**src/shaf_pkg.sv**
```systemverilog
/*
  shared constants and carrier types for the show-ahead fifo with level flags.
  assumes a single clock domain and an ahb-lite register port with 32-bit data.
*/
package shaf_pkg;

  // ****************************************
  // datapath defaults
  // ****************************************
  localparam int WORD_WIDTH = 16;
  localparam int CAPACITY = 4;
  localparam int LOW_LEVEL_LIMIT = 1;
  localparam int HIGH_LEVEL_LIMIT = 3;
  localparam int HEAD_LATENCY = 3;

  // ****************************************
  // register map
  // ****************************************
  localparam int ADDR_BITS = 12;
  localparam logic [11:0] CTRL_OFFSET = 12'h000;
  localparam logic [11:0] STATUS_OFFSET = 12'h004;
  localparam logic [11:0] CONFIG_OFFSET = 12'h008;

  localparam int CTRL_FLUSH_BIT = 0;
  localparam int CTRL_BLOCK_BIT = 1;
  localparam logic [31:0] CTRL_RESET = 32'h0000_0000;

  localparam int STATUS_COUNT_LSB = 0;
  localparam int STATUS_COUNT_BITS = 8;
  localparam int STATUS_HEAD_OK_BIT = 8;
  localparam int STATUS_LEVEL_BIT = 9;
  localparam int STATUS_HIGH_BIT = 10;
  localparam int STATUS_DROP_FULL_BIT = 16;
  localparam int STATUS_DROP_EMPTY_BIT = 17;

  localparam int CONFIG_CAP_LSB = 0;
  localparam int CONFIG_LOW_LSB = 8;
  localparam int CONFIG_HIGH_LSB = 16;
  localparam int CONFIG_FIELD_BITS = 8;

  // ****************************************
  // ahb-lite codes
  // ****************************************
  localparam logic [1:0] HTRANS_NONSEQ = 2'h2;
  localparam logic HRESP_OKAY = 1'h0;

  // ****************************************
  // carriers
  // ****************************************
  typedef struct packed {
    logic [11:0] addr;
    logic write;
    logic valid;
  } shaf_bus_req_s;

  typedef struct packed {
    logic drop_empty;
    logic drop_full;
  } shaf_sticky_s;

endpackage

```
**src/shaf_fifo.sv**
```systemverilog
/*
  storage fifo of parameterised width and depth with valid/ready on both sides.
  assumes one clock, asynchronous active-low reset, flush clears all entries.
*/
`timescale 1ns/1ns
module shaf_fifo #(
  parameter int WIDTH = shaf_pkg::WORD_WIDTH,
  parameter int DEPTH = shaf_pkg::CAPACITY
) (
  input wire logic clk,
  input wire logic rst_n,
  input wire logic flush,
  input wire logic in_valid,
  output logic in_ready,
  input wire logic [WIDTH-1:0] in_data,
  output logic out_valid,
  input wire logic out_ready,
  output logic [WIDTH-1:0] out_data
);

  localparam int PW = (DEPTH > 1) ? $clog2(DEPTH) : 1;

  logic [WIDTH-1:0] mem [DEPTH];
  logic [PW-1:0] wr_ptr;
  logic [PW-1:0] rd_ptr;
  logic [PW:0] count;
  logic do_write;
  logic do_read;

  // ****************************************
  // handshake
  // ****************************************
  assign in_ready = (count != (PW+1)'(DEPTH));
  assign out_valid = (count != '0);
  assign out_data = mem[rd_ptr];
  assign do_write = in_valid && in_ready && !flush;
  assign do_read = out_valid && out_ready && !flush;

  // ****************************************
  // storage
  // ****************************************
  always_ff @(posedge clk) begin
    if (do_write) begin
      mem[wr_ptr] <= in_data;
    end
  end

  always_ff @(posedge clk or negedge rst_n) begin
    if (!rst_n) begin
      wr_ptr <= '0;
      rd_ptr <= '0;
      count <= '0;
    end else if (flush) begin
      wr_ptr <= '0;
      rd_ptr <= '0;
      count <= '0;
    end else begin
      if (do_write) begin
        wr_ptr <= (wr_ptr == PW'(DEPTH - 1)) ? '0 : wr_ptr + 1'b1;
      end
      if (do_read) begin
        rd_ptr <= (rd_ptr == PW'(DEPTH - 1)) ? '0 : rd_ptr + 1'b1;
      end
      count <= count + (PW+1)'(do_write) - (PW+1)'(do_read);
    end
  end

endmodule

```
**src/shaf_top.sv**
```systemverilog
/*
  show-ahead fifo with low and high level flags and an ahb-lite register port.
  assumes writer and reader logic on the same clock; registers at byte offsets
  0x000, 0x004, 0x008; zero wait state slave, always okay.
*/
// Overview of operation
// - a cycle with push_enable high stores push_value unless the buffer is full, writes are blocked or a flush is on.
// - head word with head_ok holds steady until pop_ack.
// - pop_ack discards the head and shows the next stored word.
// - head_word means something only while head_ok is high.
// - capacity, low limit and high limit are non-zero static parameters.
// - capacity bounds how many words are stored at once.
// - level_high_mark is one while count exceeds the low limit.
// - occupancy_high is one while count exceeds the high limit.
// - write to head_ok three cycles; write or pop to flags one cycle.
// - words may be wide; head_ok and the flags stay single bits.
`timescale 1ns/1ns
module shaf_top #(
  parameter int WORD_WIDTH = shaf_pkg::WORD_WIDTH,
  parameter int CAPACITY = shaf_pkg::CAPACITY,
  parameter int LOW_LEVEL_LIMIT = shaf_pkg::LOW_LEVEL_LIMIT,
  parameter int HIGH_LEVEL_LIMIT = shaf_pkg::HIGH_LEVEL_LIMIT
) (
  input wire logic hclk,
  input wire logic hresetn,
  input wire logic hsel,
  input wire logic [31:0] haddr,
  input wire logic [1:0] htrans,
  input wire logic hwrite,
  input wire logic [2:0] hsize,
  input wire logic [31:0] hwdata,
  input wire logic hready,
  output logic [31:0] hrdata,
  output logic hreadyout,
  output logic hresp,
  input wire logic push_enable,
  input wire logic [WORD_WIDTH-1:0] push_value,
  input wire logic pop_ack,
  output logic [WORD_WIDTH-1:0] head_word,
  output logic head_ok,
  output logic level_high_mark,
  output logic occupancy_high
);

  // ****************************************
  // static checks on the setup
  // ****************************************
  localparam int CW = $clog2(CAPACITY + 1);

  if (CAPACITY < 1) begin : g_bad_capacity
    $error("capacity must be non-zero");
  end
  if (LOW_LEVEL_LIMIT < 1) begin : g_bad_low
    $error("low level limit must be non-zero");
  end
  if (HIGH_LEVEL_LIMIT < 1) begin : g_bad_high
    $error("high level limit must be non-zero");
  end
  // count and config fields are eight bits wide
  if (CAPACITY >= (1 << shaf_pkg::CONFIG_FIELD_BITS) || LOW_LEVEL_LIMIT >= (1 << shaf_pkg::CONFIG_FIELD_BITS)
      || HIGH_LEVEL_LIMIT >= (1 << shaf_pkg::CONFIG_FIELD_BITS)) begin : g_bad_field
    $error("setup values must fit the register fields");
  end
  if (WORD_WIDTH < 1) begin : g_bad_width
    $error("word width must be non-zero");
  end

  // ****************************************
  // declarations
  // ****************************************
  shaf_pkg::shaf_bus_req_s bus_req;
  shaf_pkg::shaf_sticky_s sticky;
  logic flush_pulse;
  logic write_block;
  logic [CW-1:0] occ;
  logic [CW-1:0] next_occ;
  logic accept;
  logic pop_take;
  logic fifo_in_ready;
  logic fifo_out_valid;
  logic fifo_out_ready;
  logic [WORD_WIDTH-1:0] fifo_out_data;
  logic [WORD_WIDTH-1:0] stage_word;
  logic stage_ok;
  logic stage_to_head;
  logic fifo_to_stage;
  logic addr_phase;
  logic bus_write;
  logic ctrl_write;
  logic status_write;
  logic [31:0] next_rdata;
  logic [31:0] status_word;
  logic [31:0] config_word;

  // ****************************************
  // write side acceptance
  // ****************************************
  // refuse when full so stored words are never overwritten
  assign accept = push_enable && !flush_pulse && !write_block
    && (occ != CW'(CAPACITY)) && fifo_in_ready;

  // a pop with no head is dropped
  assign pop_take = pop_ack && head_ok && !flush_pulse;

  // ****************************************
  // storage buffer
  // ****************************************
  shaf_fifo #(
    .WIDTH(WORD_WIDTH),
    .DEPTH(CAPACITY)
  ) u_store (
    .clk(hclk),
    .rst_n(hresetn),
    .flush(flush_pulse),
    .in_valid(accept),
    .in_ready(fifo_in_ready),
    .in_data(push_value),
    .out_valid(fifo_out_valid),
    .out_ready(fifo_out_ready),
    .out_data(fifo_out_data)
  );

  // ****************************************
  // show-ahead pipeline: store, stage, head
  // ****************************************
  assign stage_to_head = stage_ok && (!head_ok || pop_take);
  assign fifo_out_ready = !stage_ok || stage_to_head;
  assign fifo_to_stage = fifo_out_valid && fifo_out_ready;

  always_ff @(posedge hclk or negedge hresetn) begin
    if (!hresetn) begin
      stage_ok <= 1'b0;
    end else if (flush_pulse) begin
      stage_ok <= 1'b0;
    end else if (fifo_to_stage) begin
      stage_ok <= 1'b1;
    end else if (stage_to_head) begin
      stage_ok <= 1'b0;
    end
  end

  always_ff @(posedge hclk or negedge hresetn) begin
    if (!hresetn) begin
      stage_word <= '0;
    end else if (fifo_to_stage) begin
      stage_word <= fifo_out_data;
    end
  end

  // head holds until popped; second pipe stage gives three cycle latency
  always_ff @(posedge hclk or negedge hresetn) begin
    if (!hresetn) begin
      head_ok <= 1'b0;
    end else if (flush_pulse) begin
      head_ok <= 1'b0;
    end else if (stage_to_head) begin
      head_ok <= 1'b1;
    end else if (pop_take) begin
      head_ok <= 1'b0;
    end
  end

  // head_word changes only when a new word is shown
  always_ff @(posedge hclk or negedge hresetn) begin
    if (!hresetn) begin
      head_word <= '0;
    end else if (stage_to_head) begin
      head_word <= stage_word;
    end
  end

  // ****************************************
  // occupancy and level flags
  // ****************************************
  always_comb begin
    next_occ = occ;
    if (accept && !pop_take) begin
      next_occ = occ + CW'(1);
    end else if (pop_take && !accept) begin
      next_occ = occ - CW'(1);
    end
  end

  always_ff @(posedge hclk or negedge hresetn) begin
    if (!hresetn) begin
      occ <= '0;
    end else if (flush_pulse) begin
      occ <= '0;
    end else begin
      occ <= next_occ;
    end
  end

  // flags follow the count one cycle after a push or pop
  always_ff @(posedge hclk or negedge hresetn) begin
    if (!hresetn) begin
      level_high_mark <= 1'b0;
    end else if (flush_pulse) begin
      level_high_mark <= 1'b0;
    end else begin
      level_high_mark <= (int'(next_occ) > LOW_LEVEL_LIMIT);
    end
  end

  always_ff @(posedge hclk or negedge hresetn) begin
    if (!hresetn) begin
      occupancy_high <= 1'b0;
    end else if (flush_pulse) begin
      occupancy_high <= 1'b0;
    end else begin
      occupancy_high <= (int'(next_occ) > HIGH_LEVEL_LIMIT);
    end
  end

  // ****************************************
  // sticky refusal flags
  // ****************************************
  always_ff @(posedge hclk or negedge hresetn) begin
    if (!hresetn) begin
      sticky <= '0;
    end else begin
      if (push_enable && !accept) begin
        sticky.drop_full <= 1'b1;
      end else if (status_write && hwdata[shaf_pkg::STATUS_DROP_FULL_BIT]) begin
        sticky.drop_full <= 1'b0;
      end
      if (pop_ack && !head_ok) begin
        sticky.drop_empty <= 1'b1;
      end else if (status_write && hwdata[shaf_pkg::STATUS_DROP_EMPTY_BIT]) begin
        sticky.drop_empty <= 1'b0;
      end
    end
  end

  // ****************************************
  // ahb-lite address and data phase
  // ****************************************
  assign addr_phase = hsel && hready && (htrans == shaf_pkg::HTRANS_NONSEQ || htrans == 2'h3);
  assign bus_write = bus_req.valid && bus_req.write;
  assign ctrl_write = bus_write && (bus_req.addr == shaf_pkg::CTRL_OFFSET);
  assign status_write = bus_write && (bus_req.addr == shaf_pkg::STATUS_OFFSET);

  always_ff @(posedge hclk or negedge hresetn) begin
    if (!hresetn) begin
      bus_req <= '0;
    end else if (hready) begin
      bus_req.valid <= addr_phase;
      bus_req.write <= hwrite;
      bus_req.addr <= haddr[shaf_pkg::ADDR_BITS-1:0];
    end
  end

  // zero wait states, every answer okay
  always_ff @(posedge hclk or negedge hresetn) begin
    if (!hresetn) begin
      hreadyout <= 1'b1;
    end else begin
      hreadyout <= 1'b1;
    end
  end

  always_ff @(posedge hclk or negedge hresetn) begin
    if (!hresetn) begin
      hresp <= shaf_pkg::HRESP_OKAY;
    end else begin
      hresp <= shaf_pkg::HRESP_OKAY;
    end
  end

  // ****************************************
  // control register
  // ****************************************
  // flush is a one-cycle pulse after the data phase
  always_ff @(posedge hclk or negedge hresetn) begin
    if (!hresetn) begin
      flush_pulse <= shaf_pkg::CTRL_RESET[shaf_pkg::CTRL_FLUSH_BIT];
    end else begin
      flush_pulse <= ctrl_write && hwdata[shaf_pkg::CTRL_FLUSH_BIT];
    end
  end

  always_ff @(posedge hclk or negedge hresetn) begin
    if (!hresetn) begin
      write_block <= shaf_pkg::CTRL_RESET[shaf_pkg::CTRL_BLOCK_BIT];
    end else if (ctrl_write) begin
      write_block <= hwdata[shaf_pkg::CTRL_BLOCK_BIT];
    end
  end

  // ****************************************
  // read mux
  // ****************************************
  always_comb begin
    status_word = '0;
    status_word[shaf_pkg::STATUS_COUNT_LSB +: shaf_pkg::STATUS_COUNT_BITS] =
      shaf_pkg::STATUS_COUNT_BITS'(occ);
    status_word[shaf_pkg::STATUS_HEAD_OK_BIT] = head_ok;
    status_word[shaf_pkg::STATUS_LEVEL_BIT] = level_high_mark;
    status_word[shaf_pkg::STATUS_HIGH_BIT] = occupancy_high;
    status_word[shaf_pkg::STATUS_DROP_FULL_BIT] = sticky.drop_full;
    status_word[shaf_pkg::STATUS_DROP_EMPTY_BIT] = sticky.drop_empty;
  end

  always_comb begin
    config_word = '0;
    config_word[shaf_pkg::CONFIG_CAP_LSB +: shaf_pkg::CONFIG_FIELD_BITS] =
      shaf_pkg::CONFIG_FIELD_BITS'(CAPACITY);
    config_word[shaf_pkg::CONFIG_LOW_LSB +: shaf_pkg::CONFIG_FIELD_BITS] =
      shaf_pkg::CONFIG_FIELD_BITS'(LOW_LEVEL_LIMIT);
    config_word[shaf_pkg::CONFIG_HIGH_LSB +: shaf_pkg::CONFIG_FIELD_BITS] =
      shaf_pkg::CONFIG_FIELD_BITS'(HIGH_LEVEL_LIMIT);
  end

  always_comb begin
    next_rdata = '0;
    unique case (haddr[shaf_pkg::ADDR_BITS-1:0])
      shaf_pkg::CTRL_OFFSET: begin
        next_rdata[shaf_pkg::CTRL_BLOCK_BIT] = write_block;
      end
      shaf_pkg::STATUS_OFFSET: begin
        next_rdata = status_word;
      end
      shaf_pkg::CONFIG_OFFSET: begin
        next_rdata = config_word;
      end
      default: begin
        next_rdata = '0;
      end
    endcase
  end

  // read data sampled at the address phase, shown in the data phase
  always_ff @(posedge hclk or negedge hresetn) begin
    if (!hresetn) begin
      hrdata <= '0;
    end else if (addr_phase && !hwrite) begin
      hrdata <= next_rdata;
    end
  end

endmodule

```
**config.mk**
```make
export PLATFORM = sky130hd
export DESIGN_NAME = shaf_top
export DESIGN_NICKNAME = d
export VERILOG_FILES = /design/src/shaf_pkg.sv /design/src/shaf_fifo.sv /design/src/shaf_top.sv
export SDC_FILE = /design/constraint.sdc
export NUM_CORES = 1
export LEC_CHECK = 0
export CAP_MARGIN = 10
export CORE_ASPECT_RATIO = 2
export CORE_MARGIN = 2
export CORE_UTILIZATION = 38
export CTS_BUF_LIST = sky130_fd_sc_hd__clkbuf_16
export CTS_CLUSTER_SIZE = 30
export DETAILED_ROUTE_END_ITERATION = 8
export DONT_BUFFER_PORTS = 1
export PLACE_DENSITY = 0.56
export REMOVE_ABC_BUFFERS = 1
export SLEW_MARGIN = 10
export SYNTH_ARGS = -nofsm -noshare
export SYNTH_HDL_FRONTEND = slang
export SYNTH_SLANG_ARGS = --single-unit
```
**constraint.sdc**
```tcl
create_clock -name hclk -period 3.6 [get_ports hclk]
set_input_delay 0.36 -clock hclk [delete_from_list [all_inputs] [get_ports hclk]]
set_output_delay 0.36 -clock hclk [all_outputs]
set_load 0.005 [all_outputs]
```
Word level (Yosys, flattened, before mapping)
Memory sizes are Yosys's and may differ from the RTL's. A register that Yosys moved wholly into a read port is not among the register bits.
Cells that the tools add are included.

storage, ports and cells
  memories kept = 1
  output and inout port bits = 53
  bits in writable memories = 64
  logic and storage cells = 106
  flip-flop bits (word level) = 80
  input port bits = 92

cells by class
  eq/ne operators = 9
  magnitude comparators = 2
  mux-type cells = 27
  add/subtract/negate cells = 6
  reduce and logical (&&, ||, !) cells = 44

memory list
  name         words  bits a word  read ports  clocked after memory_dff  wr ports  RTL line         source
  u_store.mem  4      16           1           1                         1         shaf_fifo.sv:23  logic [WIDTH-1:0] mem [DEPTH];

operator list
  kind                 count
  $pmux 16 s2          1
  $eq 12x3->1 const B  2
  $logic_and 1x1->1    24
  $logic_not 12->1     2
  $mux 1               15
  $eq 12x4->1 const B  1
  $mux 2               6
  $mux 3               4
  $reduce_bool 3->1    3
  $eq 2x2->1 const B   4
  $logic_not 1->1      8
  $reduce_bool 2->1    4
  $ne 3x3->1 const B   2
  $add 2x1->2 const B  2
  $add 3x1->3          1
  $add 3x1->3 const B  1
  $gt 3x1->1 const B   1
  $gt 3x2->1 const B   1
  $logic_or 1x1->1     3
  $sub 3x1->3          1
  $sub 3x1->3 const B  1
  $pmux 1 s2           1

Logic depth before layout (Yosys ltp)
Gate-level depths: netlist of run 1.

  word-level depth = 11
  mapped depth = 12
  depth with buffers taken out = 10

Hierarchy
A second synthesis of run 1 with hierarchy kept.

second synthesis, totals
  cell total of the unflattened synthesis = 356
  area, all modules = 5709.2 sq um

modules (own cells, without submodules)
  module     cells each  instances  area an instance (sq um)
  shaf_top   224         1          2921.6
  shaf_fifo  132         1          2787.7

Least setup slack after synthesis of run 1
OpenSTA, ideal clock, no wires.

  path type = register to register
  start point = register flush_pulse
  end point = register u_store.count[2]
  period minus slack after synthesis = 2.517 ns
  setup time = 0.132 ns
  slack = 1.083 ns
  data arrival time = 2.385 ns
  cell stages (with the launch flop) = 13
  cells stage by stage = dfrtp_1 -> clkbuf_1 -> nand2b_1 -> a31oi_4 -> buf_4 -> nor2b_1 -> ha_1 -> inv_1 -> ha_1 -> inv_1 -> fa_1 -> xnor2_1 -> nor2_1

between the ends
  longest elaborated chain between the ends = 10
  elaborated cells between the ends (all ways) = 16
  classes of those cells = 2 x add/sub; 1 x mux; 13 x reduce/logical

ends and longest elaborated chain
  element                          RTL line         source
  start: declaration               shaf_top.sv:73   logic flush_pulse;
  start signal: assignment         shaf_top.sv:276  flush_pulse <= shaf_pkg::CTRL_RESET[shaf_pkg::CTRL_FLUSH_BIT];
  start signal: assignment         shaf_top.sv:278  flush_pulse <= ctrl_write && hwdata[shaf_pkg::CTRL_FLUSH_BIT];
  $logic_not 1->1                  n/a
  $logic_and 1x1->1 (2 in series)  shaf_top.sv:99   assign accept = push_enable && !flush_pulse && !write_block
  $logic_and 1x1->1 (2 in series)  shaf_top.sv:100  && (occ != CW'(CAPACITY)) && fifo_in_ready;
  $logic_and 1x1->1 (2 in series)  shaf_fifo.sv:36  assign do_write = in_valid && in_ready && !flush;
  $add 3x1->3                      shaf_fifo.sv:64  count <= count + (PW+1)'(do_write) - (PW+1)'(do_read);
  $sub 3x1->3                      shaf_fifo.sv:64
  $mux 3 *                         shaf_fifo.sv:53  end else if (flush) begin
  end signal: assignment           shaf_fifo.sv:64
  end: declaration                 shaf_fifo.sv:26  logic [PW:0] count;

Every way passes the cells marked *; elsewhere a longest branch is shown, timed or not.
A chain may end at the register's enable or synchronous reset.

Final worst setup path of run 1
Ends and elaborated chain as after synthesis.

==> impl_metrics.json, run 1 <==
{
  "status": "complete, no violations",
  "ys.flop_type": "dfrtp_1",
  "r2r-end": "u_store.count[2]$_DFF_PN0_",
  "numCtsBuffers": 17,
  "r2r_cells": 10,
  "die_y_um": 177,
  "cp-start-kind": "flip-flop",
  "postCtsSetupRepairBufs": 0,
  "synth_xor_area_share_pct": 0.618,
  "synth-edff-count": 64,
  "htreeDepth": 4,
  "crit_type": "reg2reg",
  "wire_per_inst_um": 18.4,
  "synth-simple-area-share_pct": 6.24,
  "num_vias": 2841,
  "power_frac_seq_pct": 45.5,
  "ys_seq_elements": 136,
  "critical-path-top-delay-family": "adder cells",
  "worstPathRequired_ps": 3870,
  "switching_power_mw": 1.50,
  "synthMuxAreaShare_pct": 16.2,
  "drc": 0,
  "syn2layout_area_growth_pct": 12.9,
  "ir_worst_vdd_mv": 0.359,
  "overflow": 0,
  "clockPowerShare_pct": 31.6,
  "most-common-layout-cells": "dfrtp_1 (72), edfxtp_1 (64), mux2_2 (45)",
  "p_int_mw": 3.70,
  "clockRootBuffer": "clkbuf_16",
  "finalNetCount": 473,
  "io_pins": 145,
  "io_buffers": 0,
  "synth_top_family_by_area": "multiplexers",
  "rsz0062_at_grt": "no",
  "hp-class": "in2reg",
  "drive_above_1_share_pct": 27.7,
  "hold_depth": 0,
  "cp_slowest_cell": "dfrtp_1",
  "fp.coreArea_um2": 14700,
  "ant_nets": 0,
  "initial_utilization_pct": 38.5,
  "vias_per_cell": 4.92,
  "gp_congestion": 0.735,
  "antenna_found_initial": 0,
  "critPathCaptureType": "flip-flop",
  "netlist_area_um2": 5670,
  "p_comb_share_pct": 22.9,
  "worstHoldStart": "push_value[14]",
  "clk_latency_ps": 410,
  "syn_avg_cell_area_um2": 15.9,
  "p_sw_share_pct": 28.9,
  "drv_cap": 0,
  "hpwlAfterDp_um": 6900,
  "dr.pass1.iters": 4,
  "clockBufferDepth": 2,
  "synth_fa_ha_area_share_pct": 2.56,
  "placementRows": 63,
  "hold_end": "u_store.mem[0][14]$_DFFE_PP_",
  "r2r_slack_ps": 1110,
  "clock-sinks": 136,
  "seq_area_frac_synth_pct": 65.7,
  "synthArstFlopShare_pct": 52.9,
  "cp.buffers_inverters": 2,
  "max_slew_margin_pct": 42.2,
  "grt_pass1_vias": 3062,
  "final-max-slew-violation-count": 0,
  "fmax_mhz": 402,
  "hold_violations": 0,
  "cts-resized-gates": 0,
  "path_clk_slew_ps": 60,
  "hold_ws_ps": 44.9,
  "skew_ps": 8.90,
  "finalSetupViolCount": 0,
  "cts_tree": "yes",
  "cp_max_fo": 17,
  "cp.arrival_ps": 2750,
  "layout_commonest_cell": "dfrtp_1",
  "track_usage_pct": 13.9,
  "worst_pin_slew_ps": 866,
  "drt-total-wl_um": 10600,
  "grt_pass1_wl_um": 16500,
  "insertedDiodeCount": 0,
  "leakage_nw": 2.49,
  "die_w_um": 90.4,
  "drt_iter0_markers": 68,
  "fin_crit_sh_pct": 69.1,
  "synth_compound_area_share_pct": 3.46,
  "synthCells": 357,
  "r2r-start": "flush_pulse$_DFF_PN0_",
  "finalPower_mw": 5.20,
  "period_minus_slack_ps": 2490,
  "finalSetupTns_ps": 0,
  "die_area_um2": 16000,
  "synthDistinctLibCells": 44,
  "max_stage_delay_ps": 700,
  "grt_max_degree": 73,
  "path_cells": "nand2b_1 -> a31oi_4 -> nor2b_1 -> ha_1 -> inv_1 -> ha_1 -> inv_1 -> fa_1 -> xnor2_1 -> nor2_1",
  "yosys_warnings": 0,
  "p_per_area_nw_per_um2": 813,
  "n_fill_cell": 1354
}
## power by group through the flow
| stage | clock network, mW | logic [mW] | registers (mW) |
|---|---|---|---|
| 2_1_floorplan | 0 | 0.903 | 2.34 |
| 3_3_place_gp | 0 | 1.16 | 2.39 |
| 3_5_place_dp | 0 | 1.19 | 2.41 |
| 4_1_cts | 1.70 | 1.23 | 2.38 |
| 5_1_grt | 1.77 | 1.33 | 2.43 |
| 6_report | 1.64 | 1.19 | 2.37 |
## worst register-to-register path, cell delays in order (launching register included)
cell	delay, ps
dfrtp_1	700
nand2b_1	260
a31oi_4	100
nor2b_1	160
ha_1	280
inv_1	60
ha_1	130
inv_1	60
fa_1	390
xnor2_1	160
nor2_1	60
## what timing repair did
action                     CTS  global route
setup endpoints to repair    0             0
hold endpoints to repair    72             0
hold buffers                 2             0
## cells in the mapped netlist, types with 3 or more instances
master | instances | share of area [%]
buf_2 | 4 | 0.35
xnor2_1 | 3 | 0.46
mux2i_1 | 4 | 0.71
nor2_1 | 13 | 0.86
and2_1 | 5 | 0.55
mux4_2 | 16 | 6.4
buf_4 | 28 | 3.7
nor4_1 | 7 | 0.77
edfxtp_1 | 64 | 34
nand3_1 | 6 | 0.53
mux2_2 | 45 | 8.9
a22o_1 | 4 | 0.62
nand2_1 | 11 | 0.73
ha_1 | 10 | 2.2
a21oi_1 | 8 | 0.71
nor2b_1 | 6 | 0.66
o21ai_0 | 5 | 0.44
inv_1 | 10 | 0.66
clkbuf_1 | 3 | 0.20
dfrtp_1 | 72 | 32
## per-layer routing
layer	up-vias	track usage, %	wire length, µm
li1	1283	-	-
met1	1482	13.0	3600
met2	65	26.9	6350
met3	11	4.81	543
met4	0	5.38	146
met5	-	0	0
## sequential cells by signal, summed over array words and instances (netlist names)
signal           flops
status_word          2
head_word           16
head_ok              1
occupancy_high       1
occ                  3
level_high_mark      1
u_store.rd_ptr       2
bus_req             14
flush_pulse          1
stage_word          16
u_store.mem         64
u_store.count        3
write_block          1
stage_ok             1
hrdata               8
u_store.wr_ptr       2
## area by class of cell
cell class / instances / area, µm² / area share [%]
tap: 195 / 244 / 3.81
multi-input combinational: 197 / 1750 / 27.3
clock buffer: 17 / 425 / 6.65
clock inverter: 15 / 141 / 2.21
timing repair buffer: 8 / 82.6 / 1.29
inverter: 10 / 37.5 / 0.586
sequential: 136 / 3720 / 58.2
## worst max-delay path by stage
stage	to	slack, ps	startpoint	cells after the start
after CTS	u_store.count[2]$_DFF_PN0_	1040	flush_pulse$_DFF_PN0_	10
final	u_store.count[2]$_DFF_PN0_	1110	flush_pulse$_DFF_PN0_	10
after detailed placement	u_store.count[2]$_DFF_PN0_	1110	flush_pulse$_DFF_PN0_	10
after global routing	u_store.count[2]$_DFF_PN0_	860	flush_pulse$_DFF_PN0_	10
after floorplan	u_store.count[2]$_DFF_PN0_	1060	flush_pulse$_DFF_PN0_	10
after global placement	u_store.count[2]$_DFF_PN0_	1140	flush_pulse$_DFF_PN0_	10
## kinds of logic after synthesis
group / Yosys count
adder cells (fa/ha/maj): 11
XOR/XNOR: 4
other: 2
flip-flops: 136
multiplexers: 66
AND/OR/NAND/NOR: 63
AO/OA/AOI/OAI: 27
buffers and inverters: 48
## through the flow
stage	instances	area, µm²	setup slack, ps	util [%]
final	578	6400	1110	43.4
after global routing	578	6400	859	43.4
after CTS	578	6400	1040	43.4
after detailed placement	544	5800	1110	39.3
after global placement	544	5800	1140	39.3
after floorplan	343	5510	1060	-
No activity file was read; power rests on OpenSTA's default activity.
==> run 2: changes to the inputs <==
--- a/config.mk
+++ b/config.mk
@@ -13,7 +13,7 @@
 export CTS_CLUSTER_SIZE = 30
 export DETAILED_ROUTE_END_ITERATION = 8
 export DONT_BUFFER_PORTS = 1
-export PLACE_DENSITY = 0.56
+export PLACE_DENSITY = 0.58
 export REMOVE_ABC_BUFFERS = 1
 export SLEW_MARGIN = 10
 export SYNTH_ARGS = -nofsm -noshare
==> constraint.sdc (replaced) <==
create_clock -name hclk -period 2 [get_ports hclk]
set_input_delay 0.2 -clock hclk [delete_from_list [all_inputs] [get_ports hclk]]
set_output_delay 0.2 -clock hclk [all_outputs]
set_load 0.005 [all_outputs]
==> run 2 against run 1 <==
  * Die area did not move
  * Sequential cell count stayed put
  * Routed wire length is 6.2% higher
  * Critical endpoint is now u_store.count[1]$_DFF_PN0_
  * Core utilization rose by 4.2 points
  * Largest power group unchanged
==> impl_metrics.json, run 2 (synthesis gave the netlist of run 1 again) <==
{
  "final_util_pct": 47.6,
  "leakage_nw": 2.76,
  "syn2layout_area_growth_pct": 23.7,
  "fmax_mhz": 506,
  "r2r_cells": 10,
  "place_area_um2": 5960,
  "period_minus_slack_ps": 1980,
  "grt_pass1_wl_um": 18300,
  "design_area_um2": 7020,
  "drt-total-wl_um": 11300,
  "ant_nets": 0,
  "skew_ps": 5.94,
  "final.setup.worst_slack_ps": 23.2,
  "hold_violations": 0,
  "rsz0062_at_grt": "yes",
  "n_fill_cell": 1295,
  "largest_register": "u_store.mem",
  "cts_tree": "yes",
  "wire_per_inst_um": 18.0,
  "clockBufferDepth": 2,
  "grt_pass1_vias": 3499,
  "finalSetupTns_ps": 0,
  "cp_max_fo": 2,
  "die_area_um2": 16000,
  "ir_worst_vdd_mv": 0.613,
  "htreeDepth": 4,
  "clock-sinks": 136,
  "insertedDiodeCount": 0,
  "r2r_slack_ps": 20,
  "num_vias": 3065,
  "clockRootBuffer": "clkbuf_16",
  "finalPower_mw": 9.85,
  "dr.pass1.iters": 4,
  "dp_cells": 558,
  "placementRows": 63,
  "hp-class": "in2reg",
  "drc": 0,
  "finalSetupViolCount": 0,
  "vias_per_cell": 4.87,
  "largest_register_ffs": 64,
  "die_w_um": 90.4,
  "stdcell_count": 629,
  "die_y_um": 177,
  "hpwlAfterDp_um": 7280,
  "worstHoldStart": "haddr[2]",
  "cp.arrival_ps": 2270,
  "drv_cap": 0,
  "worstPathRequired_ps": 2290,
  "drt_iter0_markers": 86,
  "gp_congestion": 0.763,
  "hold_depth": 2,
  "clk_latency_ps": 410,
  "antenna_found_initial": 0,
  "initial_utilization_pct": 38.5,
  "critPathCaptureType": "flip-flop",
  "reg.largest.list": "u_store.mem: 64 flops, head_word: 16 flops, stage_word: 16 flops",
  "final-max-slew-violation-count": 0,
  "hold_ws_ps": 36.5,
  "finalNetCount": 524,
  "cp-start-kind": "flip-flop",
  "overflow": 0,
  "grt_max_degree": 73,
  "path_clk_slew_ps": 60,
  "track_usage_pct": 15.5,
  "most-common-layout-cells": "dfrtp_1 (72), edfxtp_1 (64), mux2_2 (45)",
  "dp_worst_setup_slack_ps": -106,
  "status": "complete, no violations",
  "hold_end": "hrdata[1]$_DFFE_PN0P_",
  "fin_crit_sh_pct": 98.8,
  "drive_above_1_share_pct": 30.9,
  "layout_commonest_cell": "dfrtp_1",
  "io_buffers": 0,
  "r2r-end": "u_store.count[1]$_DFF_PN0_",
  "io_pins": 145,
  "numCtsBuffers": 17,
  "max_slew_margin_pct": 55.7,
  "fp.coreArea_um2": 14700,
  "p_per_area_nw_per_um2": 1400,
  "worst_pin_slew_ps": 662,
  "r2r-start": "u_store.count[1]$_DFF_PN0_",
  "crit_type": "reg2reg"
}
==> run 2: worst max path at each step <==
stage	start	slack (ps)	cells past startpoint	to
2_1_floorplan	flush_pulse$_DFF_PN0_	-540	10	u_store.count[2]$_DFF_PN0_
3_3_place_gp	u_store.count[1]$_DFF_PN0_	-100	11	u_store.count[2]$_DFF_PN0_
3_5_place_dp	u_store.count[1]$_DFF_PN0_	-110	11	u_store.count[2]$_DFF_PN0_
4_1_cts	u_store.count[2]$_DFF_PN0_	10	10	u_store.count[1]$_DFF_PN0_
5_1_grt	u_store.count[1]$_DFF_PN0_	-80	10	u_store.count[1]$_DFF_PN0_
6_report	u_store.count[1]$_DFF_PN0_	20	10	u_store.count[1]$_DFF_PN0_
==> run 2: power by group <==
part,internal (mW),switching [mW]
Sequential,3.75,0.399
Combinational,1.49,1.23
Clock,1.84,1.14
==> run 2: what timing repair did <==
| item | in CTS | in global routing |
|---|---|---|
| endpoints found under the setup margin | 2 | 67 |
| buffers inserted | 0 | 0 |
| resized for setup | 12 | 3 |
| endpoints found under the hold margin | 157 | 0 |
| pin swaps | 4 | 2 |
| hold buffers | 39 | 0 |
==> run 2: critical path, cell delays in order, from the launching register on <==
cell     delay [ps]
dfrtp_1         380
nor3_2          170
buf_4           140
a31oi_4          30
nor2b_4         140
ha_4            220
inv_4            50
ha_4            120
inv_2            30
fa_2            520
nor2_2           30
==> run 2: cell type report <==
cell class	instances	area, µm²	area share, %
flip-flops and latches	136	3720	53.1
multi-input cells	197	1810	25.8
repair buffers	59	621	8.85
clock buffers	19	475	6.78
well taps	195	244	3.48
clock inverters	13	98.8	1.41
inverters	10	40.0	0.571
==> run 2: per-layer routing <==
layer,up-vias,wire length (µm),global-route usage [%]
li1,1393,-,-
met2,81,6710,30.1
met4,0,374,8.53
met1,1570,3770,13.9
met3,21,453,4.51
met5,-,0,0
==> run 3: changes to the inputs <==
--- a/config.mk
+++ b/config.mk
@@ -5,6 +5,7 @@
 export SDC_FILE = /design/constraint.sdc
 export NUM_CORES = 1
 export LEC_CHECK = 0
+export ABC_AREA = 1
 export CAP_MARGIN = 10
 export CORE_ASPECT_RATIO = 2
 export CORE_MARGIN = 2
==> run 3 against run 2 <==
  * Via count rose by 30%
  * Worst setup slack got worse by 17 ps
  * Clock power rose by 5%
  * Critical path type unchanged
  * Largest power group unchanged
==> impl_metrics.json, run 3 <==
{
  "status": "complete, no violations",
  "insertedDiodeCount": 0,
  "hp-class": "in2reg",
  "num_vias": 3982,
  "cts_tree": "yes",
  "hpwlAfterDp_um": 8060,
  "drt_iter0_markers": 185,
  "dr.pass1.iters": 4,
  "clock-sinks": 136,
  "finalNetCount": 727,
  "fin_crit_sh_pct": 99.7,
  "p_int_mw": 6.39,
  "ys_seq_elements": 136,
  "path_clk_slew_ps": 60,
  "grt_max_degree": 73,
  "antenna_found_initial": 0,
  "io_pins": 145,
  "drt-total-wl_um": 12400,
  "yosys-top-cells-area": "edfxtp_1 (33%), dfrtp_1 (30%), nand2_1 (6.2%)",
  "initial_utilization_pct": 38.7,
  "vias_per_cell": 4.77,
  "cp.arrival_ps": 2290,
  "synthArstFlopShare_pct": 52.9,
  "drive_above_1_share_pct": 17.6,
  "placementRows": 64,
  "die_y_um": 180,
  "drv_cap": 0,
  "largest_register": "u_store.mem",
  "grt_pass1_wl_um": 19900,
  "worst_pin_slew_ps": 822,
  "final.setup.worst_slack_ps": 6.73,
  "numCtsBuffers": 17,
  "p_sw_share_pct": 31.3,
  "fmax_mhz": 502,
  "clk_latency_ps": 420,
  "p_comb_share_pct": 26.2,
  "netlist_area_um2": 5910,
  "r2r_cells": 14,
  "switching_power_mw": 2.91,
  "reg.largest.list": "u_store.mem: 64 flops, head_word: 16 flops, stage_word: 16 flops",
  "final-max-slew-violation-count": 0,
  "seq_area_frac_synth_pct": 63.0,
  "p_per_area_nw_per_um2": 1270,
  "critPathCaptureType": "flip-flop",
  "overflow": 0,
  "design_area_um2": 7310,
  "synthDistinctLibCells": 36,
  "ys.flop_type": "dfrtp_1",
  "io_buffers": 0,
  "track_usage_pct": 15.7,
  "clockBufferDepth": 2,
  "wire_per_inst_um": 14.9,
  "syn2layout_area_growth_pct": 23.7,
  "yosys_warnings": 0,
  "syn_avg_cell_area_um2": 10.7,
  "clockRootBuffer": "clkbuf_16",
  "layout_commonest_cell": "nand2_1",
  "synth-edff-count": 64,
  "synth_common_cells": "nand2_1 (97), dfrtp_1 (72), nor2_1 (67), edfxtp_1 (64), inv_1 (55)",
  "grt_pass1_vias": 4096,
  "die_w_um": 92.2,
  "power_frac_seq_pct": 40.0,
  "place_area_um2": 6190,
  "die_area_um2": 16600,
  "rsz0062_at_grt": "yes",
  "htreeDepth": 4,
  "ant_nets": 0,
  "clockPowerShare_pct": 33.8,
  "final_util_pct": 47.8,
  "drc": 0,
  "yosysMostFrequentCell": "nand2_1",
  "finalSetupViolCount": 0,
  "hold_violations": 0,
  "worstPathRequired_ps": 2300,
  "skew_ps": 15.4,
  "synth_top_area_share_pct": 32.5,
  "cp-start-kind": "flip-flop",
  "synth_top_cell_by_area": "edfxtp_1",
  "synthCells": 552,
  "gp_congestion": 0.738,
  "max_slew_margin_pct": 45.0,
  "fp.coreArea_um2": 15300,
  "leakage_nw": 3.13,
  "period_minus_slack_ps": 1990,
  "ir_worst_vdd_mv": 0.584,
  "dp_worst_setup_slack_ps": -113,
  "largest_register_ffs": 64,
  "cp_max_fo": 2,
  "hold_depth": 2,
  "most-common-layout-cells": "nand2_1 (97), dfrtp_1 (72), edfxtp_1 (64)",
  "crit_type": "reg2reg"
}
==> run 3: per-stage QoR <==
step,power (mW),hold WS [ps],setup TNS [ps],cells
after global placement,5.83,-94.2,-73.4,756
after global routing,9.89,50.5,-149,835
after CTS,9.38,33.5,0,831
final,9.29,38.3,0,835
after detailed placement,5.93,-93.6,-124,756
after floorplan,5.16,-95.6,-13070,530
==> run 3: cell families (layout without fill, tap and decap cells) <==
| family | after synthesis | count (layout) | synth area share [%] |
|---|---|---|---|
| AND/OR/NAND/NOR | 203 | 203 | 14.6 |
| flip-flops | 136 | 136 | 63.0 |
| buffers and inverters | 105 | 166 | 9.19 |
| AO/OA/AOI/OAI | 89 | 89 | 9.65 |
| adder cells (fa/ha/maj) | 11 | 11 | 2.46 |
| XOR/XNOR | 3 | 3 | 0.445 |
| multiplexers | 3 | 3 | 0.571 |
| other | 2 | 26 | 0.127 |
==> run 3: repair_timing <==
item	in CTS	in global routing
gates cloned	0	0
hold buffers	38	0
pin swaps	4	3
gates resized for setup	10	4
setup buffers	5	4
endpoints found under the hold margin	161	0
endpoints found under the setup margin	2	50
==> run 3: worst paths after layout <==
path,slack (ps),to,from
max reg2reg,7,u_store.count[1]$_DFF_PN0_,head_ok$_DFFE_PN0P_
max in group asynchronous,1360,bus_req[2]$_DFFE_PN0P_,hresetn
min,40,bus_req[0]$_DFFE_PN0P_,hready
min in group asynchronous,330,head_word[4]$_DFFE_PN0P_,hresetn
min reg2reg,490,status_word[16]$_DFFE_PN0P_,status_word[16]$_DFFE_PN0P_
max,7,u_store.count[1]$_DFF_PN0_,head_ok$_DFFE_PN0P_
==> run 3: power by group through the flow <==
stage,logic (mW),registers (mW),clock network (mW)
CTS,2.43,3.72,3.23
global placement,2.07,3.76,0
floorplan,1.39,3.77,0
detailed placement,2.15,3.78,0
global route,2.77,3.77,3.35
finish,2.44,3.72,3.14
==> run 3: per-layer routing <==
metal | GRT usage (%) | share of wire (%)
met4 | 8.90 | 2.8
met3 | 3.76 | 4.1
met5 | 0 | 0
met2 | 28.9 | 57
met1 | 15.6 | 36
==> run 3: final cells by class <==
class                      instances  area, µm²
multi-input combinational        335       1790
inverter                          59        229
clock buffer                      17        425
fill                            1393       7980
tap                              198        248
timing repair buffer              75        726
sequential                       136       3720
clock inverter                    15        174
==> run 3: worst max-delay path, cell delays in order (launching register included) <==
cell      delay [ps]
dfrtp_1          380
nand2_2          100
nor2_4            40
inv_2             60
nand3_4           70
nand2_4           90
clkinv_4          60
nand2_4           70
inv_4             50
ha_4             200
inv_2             60
ha_4             120
inv_2             30
fa_2             510
nor2_1            40
